[config.mk]
export PLATFORM = sky130hd
export DESIGN_NAME = fosc_core
export DESIGN_NICKNAME = d
export VERILOG_FILES = /design/src/fosc_pkg.sv /design/src/fosc_core.sv
export SDC_FILE = /design/constraint.sdc
export NUM_CORES = 1
export LEC_CHECK = 0
export ABC_CLOCK_PERIOD_IN_PS = 10830
export BUFFER_PORTS_ARGS = -buffer_cell sky130_fd_sc_hd__buf_2
export CAP_MARGIN = 0
export CORE_MARGIN = 1
export CORE_UTILIZATION = 25
export CTS_CLUSTER_DIAMETER = 100
export DETAILED_ROUTE_END_ITERATION = 8
export SETUP_SLACK_MARGIN = 0.3
export SLEW_MARGIN = 20
export SYNTH_ARGS = -nofsm -noshare
export SYNTH_HDL_FRONTEND = slang
export SYNTH_SLANG_ARGS = --single-unit
[constraint.sdc]
create_clock -name mclk -period 10.83 [get_ports mclk]
set_input_delay 1.083 -clock mclk [delete_from_list [all_inputs] [get_ports mclk]]
set_output_delay 1.083 -clock mclk [all_outputs]
set_load 0.01 [all_outputs]
[src/fosc_pkg.sv]
// constants, codes and types for the fan override and spin-up control
// assumes a 100 MHz mclk and 8-bit whole-degree temperature codes
package fosc_pkg;
   // ***************************************************
   // register map
   // ***************************************************
   localparam logic [7:0] ADDR_STATUS1 = 8'h02;
   localparam logic [7:0] ADDR_STATUS2 = 8'h03;
   localparam logic [7:0] ADDR_CONFIG_FOUR = 8'h04;
   localparam logic [7:0] ADDR_FAN_TRAITS = 8'h20;
   localparam logic [7:0] CONFIG_FOUR_RESET = 8'h00;
   localparam logic [7:0] FAN_TRAITS_RESET = 8'h05;
   localparam int CFG4_TACH_FAST_BIT = 5;
   localparam int FT_SPINUP_DIS_BIT = 5;
   localparam int FT_TIME_MSB = 2;
   localparam int FT_TIME_LSB = 0;
   localparam int ST1_FANS_BIT = 1;
   localparam int ST1_REMOTE_OT_BIT = 6;
   localparam int ST2_LOCAL_OT_BIT = 6;
   localparam int ST2_EXT_REQ_BIT = 3;
   // ***************************************************
   // duty codes, 8'hff is full duty
   // ***************************************************
   localparam logic [7:0] DUTY_FULL = 8'hff;
   localparam logic [7:0] DUTY_ZERO = 8'h00;
   localparam logic [7:0] DUTY_SPIN = 8'h55;
   localparam logic [16:0] SPIN_RAMP_INC = 17'h001fe;
   localparam logic [7:0] DUTY_MIN_DIRECT = 8'h12;
   localparam logic [7:0] DUTY_MIN_REG = 8'h4d;
   localparam logic [15:0] REG_DEADBAND = 16'h000a;
   localparam logic [8:0] HYST_DEGC = 9'h005;
   // ***************************************************
   // timing
   // ***************************************************
   localparam int CLK_PERIOD_NS = 10;
   localparam int TICK_NS = 100000;
   localparam int TICK_CYCLES_DEF = (TICK_NS + CLK_PERIOD_NS - 1) / CLK_PERIOD_NS;
   localparam int TICKS_PER_MS = 1000000 / TICK_NS;
   localparam int REG_PERIOD_MS = 1000;
   localparam int REG_FAST_MS = 250;
   localparam logic [13:0] REG_TICKS = 14'(REG_PERIOD_MS * TICKS_PER_MS);
   localparam logic [13:0] REG_FAST_TICKS = 14'(REG_FAST_MS * TICKS_PER_MS);
   localparam int SPIN_MS_0 = 200;
   localparam int SPIN_MS_1 = 400;
   localparam int SPIN_MS_2 = 600;
   localparam int SPIN_MS_3 = 800;
   localparam int SPIN_MS_4 = 1000;
   localparam int SPIN_MS_5 = 2000;
   localparam int SPIN_MS_6 = 4000;
   localparam int SPIN_MS_7 = 8000;

   typedef enum logic [1:0] {
      FOSC_MODE_DIRECT = 2'b00,
      FOSC_MODE_REGULATE = 2'b01,
      FOSC_MODE_AUTO_REMOTE = 2'b10,
      FOSC_MODE_AUTO_MAX = 2'b11
   } fosc_mode_type;

   typedef enum logic [1:0] {
      FOSC_SPIN_IDLE = 2'b00,
      FOSC_SPIN_RAMP = 2'b01,
      FOSC_SPIN_HOLD = 2'b10,
      FOSC_SPIN_FINISH = 2'b11
   } fosc_spin_type;

   // spin-up length in ticks for the time select code
   function automatic logic [16:0] spin_ticks(input logic [2:0] sel);
      logic [16:0] t;
      t = 17'(SPIN_MS_5 * TICKS_PER_MS);
      case (sel)
         3'h0: t = 17'(SPIN_MS_0 * TICKS_PER_MS);
         3'h1: t = 17'(SPIN_MS_1 * TICKS_PER_MS);
         3'h2: t = 17'(SPIN_MS_2 * TICKS_PER_MS);
         3'h3: t = 17'(SPIN_MS_3 * TICKS_PER_MS);
         3'h4: t = 17'(SPIN_MS_4 * TICKS_PER_MS);
         3'h5: t = 17'(SPIN_MS_5 * TICKS_PER_MS);
         3'h6: t = 17'(SPIN_MS_6 * TICKS_PER_MS);
         default: t = 17'(SPIN_MS_7 * TICKS_PER_MS);
      endcase
      return t;
   endfunction
endpackage

[src/fosc_core.sv]
// fan duty control: over-temperature pin, override, spin-up, sw modes
// assumes temperatures, limits and tach results come from logic on mclk;
// the over-temperature pin is open drain and is resolved outside
//
// Notes on behaviour
// - pin low above a limit until temperature is 5 degrees below it
// - crossing sets the channel flag; alert pulled only with enable set
// - either flag set forces the pin low whatever the enable
// - status read clears flags and alert, pin stays low in hysteresis
// - a cleared flag re-arms only after falling 5 degrees below limit
// - override enable with pin low gives full duty, else only outside requests count
// - external low on the pin sets request bit and forces full duty
// - spin-up ramps third to full, holds full, ends at a third
// - three-bit select picks spin-up time, 2 s after reset
// - spin-up disable bit suppresses spin-up, clear after reset
// - a speed measurement starts right when spin-up ends
// - no fan-slow check during spin-up; flag cleared only by read
// - after spin-up fan-slow stays set until it is read
// - mode 00 is direct duty, 01 is the speed regulator
// - direct mode applies a written setpoint at once
// - direct mode forces zero under 7% when tach on and mode bit low
// - direct mode keeps low setpoints when tach off or mode bit high
// - regulator works only with tach on, steering period to target
// - regulator steps once per second or per 250 ms, step limited
// - regulator stops adjusting within 0x000a of target
// - regulator output floored at 30% when tach mode bit low
// - tach mode low holds the output on during tach edges
`timescale 1ns/10ps
module fosc_core #(
   parameter int TICK_CYCLES = fosc_pkg::TICK_CYCLES_DEF
) (
   input wire logic mclk,
   input wire logic reset,
   input wire logic reg_wr,
   input wire logic reg_rd,
   input wire logic [7:0] reg_addr,
   input wire logic [7:0] reg_wdata,
   output logic [7:0] reg_rdata,
   input wire logic [7:0] remote_temp,
   input wire logic [7:0] local_temp,
   input wire logic [7:0] remote_therm_limit,
   input wire logic [7:0] local_therm_limit,
   input wire logic overtemp_irq_enable,
   input wire logic fan_override_enable,
   input wire logic therm_in,
   output logic therm_out,
   output logic therm_oe_n,
   output logic alert_oe_n,
   input wire logic tach_en,
   input wire logic tach_mode,
   input wire logic [1:0] fan_mode_sel,
   input wire logic [7:0] duty_setpoint,
   input wire logic [1:0] ramp_step_size,
   input wire logic [7:0] auto_duty,
   input wire logic [15:0] tach_data,
   input wire logic [15:0] tach_target,
   input wire logic [15:0] tach_low_limit,
   input wire logic meas_done,
   input wire logic tach_hold,
   output logic pwm_out,
   output logic [7:0] duty_now,
   output logic meas_start,
   output logic spinning
);
   typedef struct packed {
      logic [7:0] config_four;
      logic [7:0] fan_traits;
      logic [7:0] rdata;
      logic [1:0] therm_sync;
      logic [1:0] drive_hist;
      logic trip_r;
      logic trip_l;
      logic armed_r;
      logic armed_l;
      logic flag_r;
      logic flag_l;
      logic flag_ext;
      logic flag_fans;
      logic alert_oe_n;
      logic therm_oe_n;
      logic [13:0] tick_cnt;
      logic tick;
      fosc_pkg::fosc_spin_type spin;
      logic start_pend;
      logic [16:0] spin_cnt;
      logic [16:0] spin_acc;
      logic [7:0] spin_duty;
      logic [13:0] reg_cnt;
      logic [7:0] reg_duty;
      logic [7:0] duty;
      logic [7:0] pwm_cnt;
      logic pwm;
      logic meas_start;
      logic spinning;
   } fosc_state_type;

   fosc_state_type st;
   fosc_state_type next_st;
   logic override;
   logic rd_st1;
   logic rd_st2;
   logic rel_r;
   logic rel_l;
   logic [16:0] spin_len;
   logic [7:0] mode_duty;
   logic [8:0] step;
   logic [8:0] sum;
   logic [15:0] diff;
   logic slow_now;

   // ***************************************************
   // next state
   // ***************************************************
   always_comb begin
      next_st = st;
      next_st.meas_start = 1'b0;
      rd_st1 = reg_rd && (reg_addr == fosc_pkg::ADDR_STATUS1);
      rd_st2 = reg_rd && (reg_addr == fosc_pkg::ADDR_STATUS2);
      // register port
      if (reg_wr && reg_addr == fosc_pkg::ADDR_CONFIG_FOUR) begin
         next_st.config_four = reg_wdata;
      end
      if (reg_wr && reg_addr == fosc_pkg::ADDR_FAN_TRAITS) begin
         next_st.fan_traits = reg_wdata;
      end
      next_st.rdata = 8'h00;
      if (reg_rd) begin
         case (reg_addr)
            fosc_pkg::ADDR_CONFIG_FOUR: next_st.rdata = st.config_four;
            fosc_pkg::ADDR_FAN_TRAITS: next_st.rdata = st.fan_traits;
            fosc_pkg::ADDR_STATUS1: begin
               next_st.rdata[fosc_pkg::ST1_FANS_BIT] = st.flag_fans;
               next_st.rdata[fosc_pkg::ST1_REMOTE_OT_BIT] = st.flag_r;
            end
            fosc_pkg::ADDR_STATUS2: begin
               next_st.rdata[fosc_pkg::ST2_LOCAL_OT_BIT] = st.flag_l;
               next_st.rdata[fosc_pkg::ST2_EXT_REQ_BIT] = st.flag_ext;
            end
            default: next_st.rdata = 8'h00;
         endcase
      end
      rel_r = ({1'b0, remote_temp} + fosc_pkg::HYST_DEGC)
         <= {1'b0, remote_therm_limit};
      rel_l = ({1'b0, local_temp} + fosc_pkg::HYST_DEGC)
         <= {1'b0, local_therm_limit};
      if (remote_temp > remote_therm_limit) begin
         next_st.trip_r = 1'b1;
      end else if (rel_r) begin
         next_st.trip_r = 1'b0;
      end
      if (local_temp > local_therm_limit) begin
         next_st.trip_l = 1'b1;
      end else if (rel_l) begin
         next_st.trip_l = 1'b0;
      end
      // sticky flags, set beats read clear
      next_st.flag_r = (st.flag_r && !rd_st1)
         || (remote_temp > remote_therm_limit && st.armed_r);
      next_st.flag_l = (st.flag_l && !rd_st2)
         || (local_temp > local_therm_limit && st.armed_l);
      if (remote_temp > remote_therm_limit && st.armed_r) begin
         next_st.armed_r = 1'b0;
      end else if (rel_r) begin
         next_st.armed_r = 1'b1;
      end
      if (local_temp > local_therm_limit && st.armed_l) begin
         next_st.armed_l = 1'b0;
      end else if (rel_l) begin
         next_st.armed_l = 1'b1;
      end
      // pin driven by trips or flags
      next_st.therm_oe_n = !(next_st.trip_r || next_st.trip_l
         || next_st.flag_r || next_st.flag_l);
      next_st.alert_oe_n = !(overtemp_irq_enable
         && (next_st.flag_r || next_st.flag_l));
      // low pin while released for three cycles is an outside request
      next_st.therm_sync = {st.therm_sync[0], therm_in};
      next_st.drive_hist = {st.drive_hist[0], st.therm_oe_n};
      next_st.flag_ext = !st.therm_sync[1] && (st.drive_hist == 2'b11)
         && st.therm_oe_n;
      override = st.flag_ext || (fan_override_enable && !st.therm_oe_n);
      // time base
      next_st.tick = (st.tick_cnt == 14'(TICK_CYCLES - 1));
      next_st.tick_cnt = next_st.tick ? 14'h0000 : st.tick_cnt + 14'h0001;
      slow_now = meas_done && (st.spin == fosc_pkg::FOSC_SPIN_IDLE)
         && (tach_data > tach_low_limit);
      next_st.flag_fans = (st.flag_fans && !rd_st1) || slow_now;
      if (slow_now) begin
         next_st.start_pend = 1'b1;
      end
      spin_len = fosc_pkg::spin_ticks(st.fan_traits[fosc_pkg::FT_TIME_MSB:
         fosc_pkg::FT_TIME_LSB]);
      case (st.spin)
         fosc_pkg::FOSC_SPIN_IDLE: begin
            if (st.start_pend) begin
               next_st.start_pend = 1'b0;
               if (!st.fan_traits[fosc_pkg::FT_SPINUP_DIS_BIT]) begin
                  next_st.spin = fosc_pkg::FOSC_SPIN_RAMP;
                  next_st.spin_cnt = 17'h00000;
                  next_st.spin_acc = 17'h00000;
                  next_st.spin_duty = fosc_pkg::DUTY_SPIN;
               end
            end
         end
         fosc_pkg::FOSC_SPIN_RAMP: begin
            if (st.tick) begin
               next_st.spin_cnt = st.spin_cnt + 17'h00001;
               if (st.spin_acc + fosc_pkg::SPIN_RAMP_INC >= spin_len) begin
                  next_st.spin_acc = st.spin_acc + fosc_pkg::SPIN_RAMP_INC
                     - spin_len;
                  if (st.spin_duty != fosc_pkg::DUTY_FULL) begin
                     next_st.spin_duty = st.spin_duty + 8'h01;
                  end
               end else begin
                  next_st.spin_acc = st.spin_acc + fosc_pkg::SPIN_RAMP_INC;
               end
               if ({2'b00, next_st.spin_cnt} * 19'h00003 >= {2'b00, spin_len})
                  begin
                  next_st.spin = fosc_pkg::FOSC_SPIN_HOLD;
                  next_st.spin_duty = fosc_pkg::DUTY_FULL;
               end
            end
         end
         fosc_pkg::FOSC_SPIN_HOLD: begin
            if (st.tick) begin
               next_st.spin_cnt = st.spin_cnt + 17'h00001;
               if (next_st.spin_cnt >= spin_len) begin
                  next_st.spin = fosc_pkg::FOSC_SPIN_FINISH;
               end
            end
         end
         fosc_pkg::FOSC_SPIN_FINISH: begin
            next_st.spin = fosc_pkg::FOSC_SPIN_IDLE;
            next_st.spin_duty = fosc_pkg::DUTY_SPIN;
            next_st.meas_start = 1'b1;
            next_st.flag_fans = 1'b1;
            next_st.reg_duty = fosc_pkg::DUTY_SPIN;
         end
         default: next_st.spin = fosc_pkg::FOSC_SPIN_IDLE;
      endcase
      next_st.spinning = (next_st.spin != fosc_pkg::FOSC_SPIN_IDLE);
      step = {7'h00, ramp_step_size} + 9'h001;
      diff = (tach_data > tach_target) ? tach_data - tach_target
         : tach_target - tach_data;
      sum = 9'h000;
      if (st.tick) begin
         if (st.reg_cnt >= ((st.config_four[fosc_pkg::CFG4_TACH_FAST_BIT])
            ? fosc_pkg::REG_FAST_TICKS : fosc_pkg::REG_TICKS) - 14'h0001)
            begin
            next_st.reg_cnt = 14'h0000;
            if (fan_mode_sel == fosc_pkg::FOSC_MODE_REGULATE && tach_en
               && st.spin == fosc_pkg::FOSC_SPIN_IDLE
               && diff > fosc_pkg::REG_DEADBAND) begin
               if (tach_data > tach_target) begin
                  sum = {1'b0, st.reg_duty} + step;
                  next_st.reg_duty = sum[8] ? fosc_pkg::DUTY_FULL : sum[7:0];
               end else begin
                  sum = {1'b0, st.reg_duty} - step;
                  next_st.reg_duty = sum[8] ? fosc_pkg::DUTY_ZERO : sum[7:0];
               end
            end
         end else begin
            next_st.reg_cnt = st.reg_cnt + 14'h0001;
         end
      end
      case (fan_mode_sel)
         fosc_pkg::FOSC_MODE_DIRECT: begin
            mode_duty = duty_setpoint;
            if (tach_en && !tach_mode
               && duty_setpoint < fosc_pkg::DUTY_MIN_DIRECT) begin
               mode_duty = fosc_pkg::DUTY_ZERO;
            end
         end
         fosc_pkg::FOSC_MODE_REGULATE: begin
            mode_duty = st.reg_duty;
            if (!tach_mode && st.reg_duty < fosc_pkg::DUTY_MIN_REG) begin
               mode_duty = fosc_pkg::DUTY_MIN_REG;
            end
         end
         default: mode_duty = auto_duty;
      endcase
      // override first, then spin-up, then mode
      if (override) begin
         next_st.duty = fosc_pkg::DUTY_FULL;
      end else if (st.spin != fosc_pkg::FOSC_SPIN_IDLE) begin
         next_st.duty = (st.spin == fosc_pkg::FOSC_SPIN_FINISH)
            ? fosc_pkg::DUTY_SPIN : st.spin_duty;
      end else begin
         next_st.duty = mode_duty;
      end
      // pwm compare, full code always on
      next_st.pwm_cnt = st.pwm_cnt + 8'h01;
      next_st.pwm = (st.duty == fosc_pkg::DUTY_FULL)
         || (st.pwm_cnt < st.duty) || (tach_hold && !tach_mode);
   end

   // ***************************************************
   // state register
   // ***************************************************
   always_ff @(posedge mclk or posedge reset) begin
      if (reset) begin
         st <= '0;
         st.config_four <= fosc_pkg::CONFIG_FOUR_RESET;
         st.fan_traits <= fosc_pkg::FAN_TRAITS_RESET;
         st.therm_sync <= 2'b11;
         st.drive_hist <= 2'b11;
         st.armed_r <= 1'b1;
         st.armed_l <= 1'b1;
         st.alert_oe_n <= 1'b1;
         st.therm_oe_n <= 1'b1;
         st.spin <= fosc_pkg::FOSC_SPIN_IDLE;
         st.start_pend <= 1'b1;
         st.spin_duty <= fosc_pkg::DUTY_SPIN;
         st.reg_duty <= fosc_pkg::DUTY_SPIN;
      end else begin
         st <= next_st;
      end
   end

   assign reg_rdata = st.rdata;
   // the pin is only ever pulled low; the enable carries the level
   assign therm_out = 1'b0;
   assign therm_oe_n = st.therm_oe_n;
   assign alert_oe_n = st.alert_oe_n;
   assign pwm_out = st.pwm;
   assign duty_now = st.duty;
   assign meas_start = st.meas_start;
   assign spinning = st.spinning;
endmodule

== After elaboration in Yosys (flattened, before gate mapping) ==
Index checks and enable logic that the tools add are counted.

* Flip-flop bits (word level): 139
* Input port bits: 127
* Output and inout port bits: 22

* Add/subtract/negate cells: 15
* Multipliers: 1
* Order comparisons: 14
* Eq/ne operators: 24
* Multiplexer cells: 55
* Reductions and logical operators: 52

{| class="wikitable"
|+ Operators by type and width
! operator !! count
|-
| $mux W8 || 16
|-
| $pmux W17 S7 || 1
|-
| $mux W42 || 2
|-
| $pmux W17 S3 || 1
|-
| $mux W45 || 1
|-
| $mux W14 || 3
|-
| $ge A17 B17 Y1 || 2
|-
| $mux W17 || 2
|-
| $pmux W17 S2 || 1
|-
| $gt A16 B16 Y1 || 2
|-
| $sub A16 B16 Y16 || 2
|-
| $add A14 B1 Y14 const B || 2
|-
| $pmux W8 S3 || 1
|-
| $logic_and A1 B1 Y1 || 22
|-
| $ge A19 B17 Y1 || 1
|-
| $mul A17 B2 Y19 const B || 1
|-
| $add A8 B3 Y9 const B || 2
|-
| $le A9 B8 Y1 || 2
|-
| $add A17 B1 Y17 const B || 1
|-
| $add A17 B9 Y17 const B || 1
|-
| $sub A17 B17 Y17 || 1
|-
| $add A8 B1 Y8 const B || 2
|-
| $eq A8 B2 Y1 const B || 2
|-
| $gt A16 B4 Y1 const B || 1
|-
| other kinds (39) || 89
|}

== Longest topological paths before layout ==
Gate-level depths: netlist of the first run.

* Word-level depth: 8
* Depth in mapped cells: 25

== Least setup slack after synthesis of the first run ==
No wires, ideal clock.

* Kind: register to register
* From: register st[67] (netlist name)
* To: register st[42] (netlist name)
* Arrival time: 4862 ps
* Data required time: 10700 ps
* Setup slack: 5837 ps
* Cell stages (with the launch flop): 25
* Path through: dfrtp_1 > ha_1 > clkbuf_1 > xor2_1 > ha_1 > a211oi_1 > o21ai_0 > or2_2 > a21o_1 > a21oi_1 > a21oi_1 > and2_1 > o21a_1 > nor2_1 > xnor2_1 > ha_1 > a21o_1 > a21o_1 > a221oi_1 > o221ai_1 > a211o_1 > a31oi_1 > and3_1 > a21oi_2 > mux2i_1

* Word-level cells in the longest chain between the ends: 6

{| class="wikitable"
|+ RTL lines
! item !! RTL line !! text
|-
| start: declaration || fosc_core.sv:97 || <nowiki>fosc_state_type st;</nowiki>
|-
| start signal: assignment || fosc_core.sv:316 || <nowiki>st <= next_st;</nowiki>
|-
| $add A17 B1 Y17 (*) || fosc_core.sv:207 || <nowiki>next_st.spin_cnt = st.spin_cnt + 17'h00001;</nowiki>
|-
| $mul A17 B2 Y19 (*) || fosc_core.sv:217 || <nowiki>if ({2'b00, next_st.spin_cnt} * 19'h00003 >= {2'b00, spin_len})</nowiki>
|-
| $ge A19 B17 Y1 (*) || fosc_core.sv:217 ||
|-
| $mux W8 || fosc_core.sv:217 ||
|-
| $mux W42 || fosc_core.sv:206 || <nowiki>if (st.tick) begin</nowiki>
|-
| $pmux W8 S3 || fosc_core.sv:193 || <nowiki>case (st.spin)</nowiki>
|}

Mark *: on every way between the ends. The rest lies on a longest branch, timed or not. The select of a mux whose other input is x is not followed.
A chain may end at the register's enable or synchronous reset.

== Final worst setup path of the first run ==
Ends and elaborated chain as after synthesis.

==> impl_metrics.ini, run 1 <==
[place]
hpwl_um = 27990
place.gp.congestion = 0.9185
pre_cts_ws_ns = 5.014
postPlaceCellArea_mm2 = 0.01444
io_buffer_count = 147

[global_route]
grt.total_usage = 0.1332
grt_pass1_wl_um = 58640
grt_pass1_vias = 11690
grt_start_max_net_pins = 71
grt_overflow = 0
antenna_found_initial = 2

[die]
ioPinCount = 149
die_h_um = 231.5
core.rowCount = 83
initial_core_util = 0.2546
dieWidth_um = 231.5
die-area_mm2 = 0.05359
core-area_mm2 = 0.05172

[synth]
yosysSeqAreaShare = 0.2641
avgSynthCellArea_um2 = 8.271
async_reset_ff_frac = 1.000
synth.net_count = 1891
syn_inst = 1592
yosysTopAreaCell = dfrtp_1
yosys-top-cells-area = dfrtp_1 23%, ha_1 16%, nand2_1 4.0%
yosysTopAreaCellShare = 0.2261
yosys_warnings = 0
ys_seq_elements = 138
synth_edf_count = 0
yosysUniqueCellTypes = 87
syn_area_mm2 = 0.01317
yosysMostFrequentCell = ha_1
ys.flop_type = dfrtp_1
yosys-top-cells-count = 166 x ha_1, 141 x nand2_1, 135 x inv_1

[clock_network]
cts_resized = 0
hold_buffers = 0
clockBufferDepth = 2
clkTransAtPathRegs_ns = 0.07
insertion_delay_ns = 0.44
cts_buffers = 17
cts_max_level = 4
cts_root_buf = clkbuf_16
post_cts_buffers = 0
cts_tree = built
clkSinkCount = 138

[power]
p_int_w = 0.001284
irDropWorstVdd_mv = 0.1036
pwr-share-seq = 0.303
swShare = 0.4087
clkPwrFrac = 0.268
cellLeakagePower_nw = 7.103
netSwitchingPower_w = 0.0008872
pwr_density_cell_mw_per_mm2 = 144.5
power.combinational.fraction = 0.430

[setup_path]
crit_required_ns = 11.14
cp.arrival_ns = 6.17
startpoint_type = flop
critPathKind = flop to flop
critPathSlowestCell = dfrtp_1
critical_path.top_delay_family = compound AO/OA/AOI/OAI gates
path_max_fanout = 13
max_stage_delay_ns = 0.51
crit_buf_inv = 0
path_cells = ha_1 -> nand3_1 -> xnor2_1 -> ha_1 -> o21ai_0 -> o21ai_0 -> or2_2 -> a21o_1 -> a21oi_1 -> a21oi_1 -> and2_1 -> o21a_1 -> nor2_1 -> xnor2_1 -> ha_1 -> a21o_1 -> a21o_1 -> a221oi_1 -> o221ai_1 -> a211o_1 -> a31oi_1 -> nand2_1 -> o21ai_0 -> mux2i_1
endpoint_kind = flop

[finish]
final_area_mm2 = 0.01502
fill_cells = 5567
final_nets = 1989
area_growth_pct = 14.10
drive_gt1_frac = 0.1474

[job]
max-cap-violations = 0

[timing]
fin_crit_ns = 5.859
hold_viol = 0
whs_ns = 0.3570
setup-tns-final_ns = 0
finalCritPeriodShare = 0.5410
timing.slew.headroom = 0.3625
report.final.slew_viol_count = 0
worstMarginPinSlew_ns = 0.9562
worst_slack_ns = 4.971
max_freq_mhz = 170.7
report.final.setup_viol = 0
finClkSkew_ns = 0.01841
rsz0062_at_grt = false

[routing]
drt_pass1_iterations = 7
drt_wl_total_um = 35120
avgViaCountPerCell = 4.941
drtIter0Drc = 698
ant_nets = 0
wl_per_cell_um = 14.73
vias = 11780
drc = 0

[outcome]
status = finished clean

[hold_path]
hold_path.class = flop to flop
==> cell type report <==
class	instances	area [µm²]	area share
Timing Repair Buffer	153	780.7	0.05197
Clock inverter	15	155.1	0.01033
Sequential cell	138	3477	0.2314
Clock buffer	17	425.4	0.02831
Tap cell	680	850.8	0.05663
Inverter	135	511.7	0.03406
Antenna cell	1	2.502	0.0001666
Multi-Input combinational cell	1245	8821	0.5871
==> placed cells by master (no fill, tap or decap), types with 26 or more instances in the layout <==
master and count:
ha_1 166, buf_2 147, nand2_1 141, inv_1 134, dfrtp_1 119, nor2_1 109, o21ai_0 105, a21oi_1 98
xnor2_1 58, nand3_1 55, nor3_1 39, xor2_1 39, a21o_1 36, nand4_1 36, nor2b_1 30, nand2b_1 26
==> kinds of logic (layout without fill, tap and decap cells) <==
group / after synthesis / after routing / share of synthesized area
AND/OR/NAND/NOR: 508 / 508 / 0.1907
AO/OA/AOI/OAI: 427 / 427 / 0.2141
buffers and inverters: 209 / 320 / 0.06670
other: 1 / 2 / 0.0002848
multiplexers: 37 / 37 / 0.03003
flip-flops: 138 / 138 / 0.2641
adder cells (fa/ha/maj): 174 / 174 / 0.1684
XOR/XNOR: 98 / 98 / 0.06576
==> layer usage <==
metal	GRT usage	up-vias	routed length [µm]
li1	-	5878	-
met5	0	-	0
met1	0.1726	5573	16480
met3	0.01870	43	1364
met2	0.2271	286	16590
met4	0.04077	0	689
==> metrics by stage <==
stage	utilization	std cells	total power, W
after floorplan	-	1592	0.001347
after global placement	0.2792	2351	0.001568
after detailed placement	0.2792	2351	0.001594
after CTS	0.2904	2383	0.002187
after global routing	0.2905	2384	0.002346
final	0.2905	2384	0.002171
==> sequential cells by signal, indices dropped and copies added, names as in the netlist <==
register    cells
pwm_out         1
meas_start      1
spinning        1
reg_rdata       8
alert_oe_n      1
st            115
duty_now        8
next_st         2
therm_oe_n      1
==> power by group through the flow <==
stage | combinational [W] | clock [W] | sequential, W
after global placement | 0.000905 | 0 | 0.000664
after detailed placement | 0.000928 | 0 | 0.000666
after global routing | 0.00106 | 0.000619 | 0.000668
after floorplan | 0.000709 | 0 | 0.000638
final | 0.000932 | 0.000581 | 0.000657
after CTS | 0.000934 | 0.000596 | 0.000658
==> final timing paths <==
| check | cells after the start | from | slack [ns] | end |
|---|---|---|---|---|
| worst max-delay path | 24 | st[67]$_DFFE_PP0P_ | 4.97 | st[42]$_DFFE_PP0P_ |
| worst min-delay path | 0 | next_st[114]$_DFF_PP1_ | 0.36 | st[114]$_DFF_PP1_ |
| worst max register to register | 24 | st[67]$_DFFE_PP0P_ | 4.97 | st[42]$_DFFE_PP0P_ |
| worst min register to register | 0 | next_st[114]$_DFF_PP1_ | 0.36 | st[114]$_DFF_PP1_ |
| max in group asynchronous | 3 | reset | 8.73 | st[35]$_DFFE_PP0P_ |
| min in group asynchronous | 2 | reset | 0.74 | reg_rdata[0]$_DFF_PP0_ |
(Power assumes the default switching activity.)
==> run 2, diff against run 1 <==
Settings changed: ABC_AREA from default to 1, ABC_CLOCK_PERIOD_IN_PS 10830 to 6000.
Clock period 10.83 ns to 6 ns, I/O delays scaled along.
==> impl_metrics.ini, run 2 <==
[power]
pwr_density_cell_mw_per_mm2 = 268.0
p_int_w = 0.002339
clkPwrFrac = 0.245
netSwitchingPower_w = 0.001808
pwr-share-seq = 0.281
swShare = 0.4359
power.combinational.fraction = 0.474
cellLeakagePower_nw = 8.048
irDropWorstVdd_mv = 0.2260

[synth]
yosys_warnings = 0
yosysUniqueCellTypes = 68
avgSynthCellArea_um2 = 7.199
synth.net_count = 2180
yosysTopAreaCell = dfrtp_1
ys.flop_type = dfrtp_1
syn_inst = 1881
synth_edf_count = 0
yosysSeqAreaShare = 0.2568
ys_seq_elements = 138
yosysTopAreaCellShare = 0.2199
yosys-top-cells-area = dfrtp_1 22%, ha_1 15%, nand2_1 12%
yosys-top-cells-count = 415 x nand2_1, 290 x inv_1, 166 x ha_1
syn_area_mm2 = 0.01354
async_reset_ff_frac = 1.000
yosysMostFrequentCell = nand2_1

[timing]
setup-tns-final_ns = 0
report.final.setup_viol = 0
worstMarginPinSlew_ns = 0.8778
worst_slack_ns = 1.109
rsz0062_at_grt = false
finalCritPeriodShare = 0.8151
max_freq_mhz = 204.5
fin_crit_ns = 4.891
finClkSkew_ns = 0.01138
whs_ns = 0.2759
hold_viol = 0
report.final.slew_viol_count = 0
timing.slew.headroom = 0.4094

[outcome]
status = finished clean

[setup_path]
crit_required_ns = 6.32
endpoint_kind = flop
cp.depth = 26
startpoint_type = flop
crit_buf_inv = 3
critPathKind = flop to flop
critPathSlowestCell = dfrtp_1
max_stage_delay_ns = 0.44
path_max_fanout = 11
critical_path.top_delay_family = simple AND/OR/NAND/NOR gates
reg2reg_depth = 26
cpMostUsedCell = nand2_1
cp.arrival_ns = 5.21

[clock_network]
cts_buffers = 17
clockBufferDepth = 2
cts_max_level = 4
cts_tree = built
insertion_delay_ns = 0.44
hold_buffers = 0
post_cts_buffers = 0
cts_resized = 0
clkSinkCount = 138
clkTransAtPathRegs_ns = 0.06
cts_root_buf = clkbuf_16

[place]
pre_cts_ws_ns = 1.114
place.gp.congestion = 0.9077
hpwl_um = 28560
io_buffer_count = 147

[hold_path]
whs_path_depth = 1
hold_path.class = input pin to flop

[global_route]
grt_start_max_net_pins = 97
grt_pass1_vias = 11820
antenna_found_initial = 0
grt_overflow = 0
grt.total_usage = 0.1288
grt_pass1_wl_um = 59090

[finish]
fin_util = 0.2915
largest_reg_flops = 115
diodes = 0
area_growth_pct = 14.28
top_register = st
final_nets = 2306
drive_gt1_frac = 0.1371
layout_commonest_cell = nand2_1
final_cell_mix = 415 x nand2_1, 289 x inv_1, 166 x ha_1

[routing]
drt_pass1_iterations = 5
avgViaCountPerCell = 4.529
wl_per_cell_um = 12.86
drc = 0
vias = 12270
drtIter0Drc = 700
drt_wl_total_um = 34840
ant_nets = 0

[die]
die-area_mm2 = 0.05510
dieWidth_um = 234.7
core-area_mm2 = 0.05308
core.rowCount = 84
die_h_um = 234.7
ioPinCount = 149
initial_core_util = 0.2551

[job]
max-cap-violations = 0
run 2: cell count changes after synthesis, moves of 19 or more:
| cell | delta |
|---|---|
| nand2_1 | +274 |
| inv_1 | +155 |
| nand3_1 | +46 |
| xor2_1 | +40 |
| xnor2_1 | -39 |
| nor2b_1 | -30 |
| a21o_1 | -28 |
| nand2b_1 | -26 |
| a21oi_1 | +23 |
| clkbuf_1 | -21 |
| nand2_2 | +21 |
| nor2_1 | +20 |
| mux2_2 | -19 |
run 2: power groups by stage:
stage / registers [W] / logic, W / clock network, W
after floorplan: 0.00115 / 0.00152 / 0
after global placement: 0.00118 / 0.00196 / 0
after detailed placement: 0.00118 / 0.00195 / 0
after CTS: 0.00116 / 0.00196 / 0.00105
after global routing: 0.00118 / 0.00225 / 0.00109
final: 0.00116 / 0.00197 / 0.00102
run 2: final timing paths:
path / to / slack (ns) / start
min in group asynchronous: reg_rdata[7]$_DFF_PP0_ / 0.32 / reset
max: st[46]$_DFFE_PP0P_ / 1.11 / st[67]$_DFFE_PP0P_
min: next_st[114]$_DFF_PP1_ / 0.28 / therm_in
max reg2reg: st[46]$_DFFE_PP0P_ / 1.11 / st[67]$_DFFE_PP0P_
max in group asynchronous: st[114]$_DFF_PP1_ / 4.60 / reset
min reg2reg: st[114]$_DFF_PP1_ / 0.36 / next_st[114]$_DFF_PP1_
run 2: area by class of cell:
class,instances,area (µm²)
Fill cell,5796,37600
Sequential cell,138,3477
Tap cell,688,860.8
Multi-Input combinational cell,1396,8657
Timing Repair Buffer,152,773.2
Inverter,302,1141
Clock inverter,12,117.6
Clock buffer,20,446.7
run 2: logic make-up (layout without fill, tap and decap cells):
group / Yosys count / count (layout) / synth area share
simple gates: 782 / 782 / 0.2599
buf+inv: 347 / 486 / 0.1041
other cells: 1 / 1 / 0.0002769
compound gates: 342 / 342 / 0.1512
fa+ha+maj: 172 / 172 / 0.1623
flops: 138 / 138 / 0.2568
xor+xnor: 99 / 99 / 0.06542
run 2: per-layer routing:
metal	part of all wire	global-route usage
met5	0	0
met4	0.014	0.03190
met3	0.037	0.02185
met2	0.45	0.2105
met1	0.50	0.1753
run 2: metrics by stage:
step | cells | cell area (µm²) | total power, W
2_1_floorplan | 1881 | 13540 | 0.002666
3_3_place_gp | 2676 | 14910 | 0.003136
3_5_place_dp | 2676 | 14910 | 0.003131
4_1_cts | 2708 | 15470 | 0.004177
5_1_grt | 2708 | 15470 | 0.004509
6_report | 2708 | 15470 | 0.004147
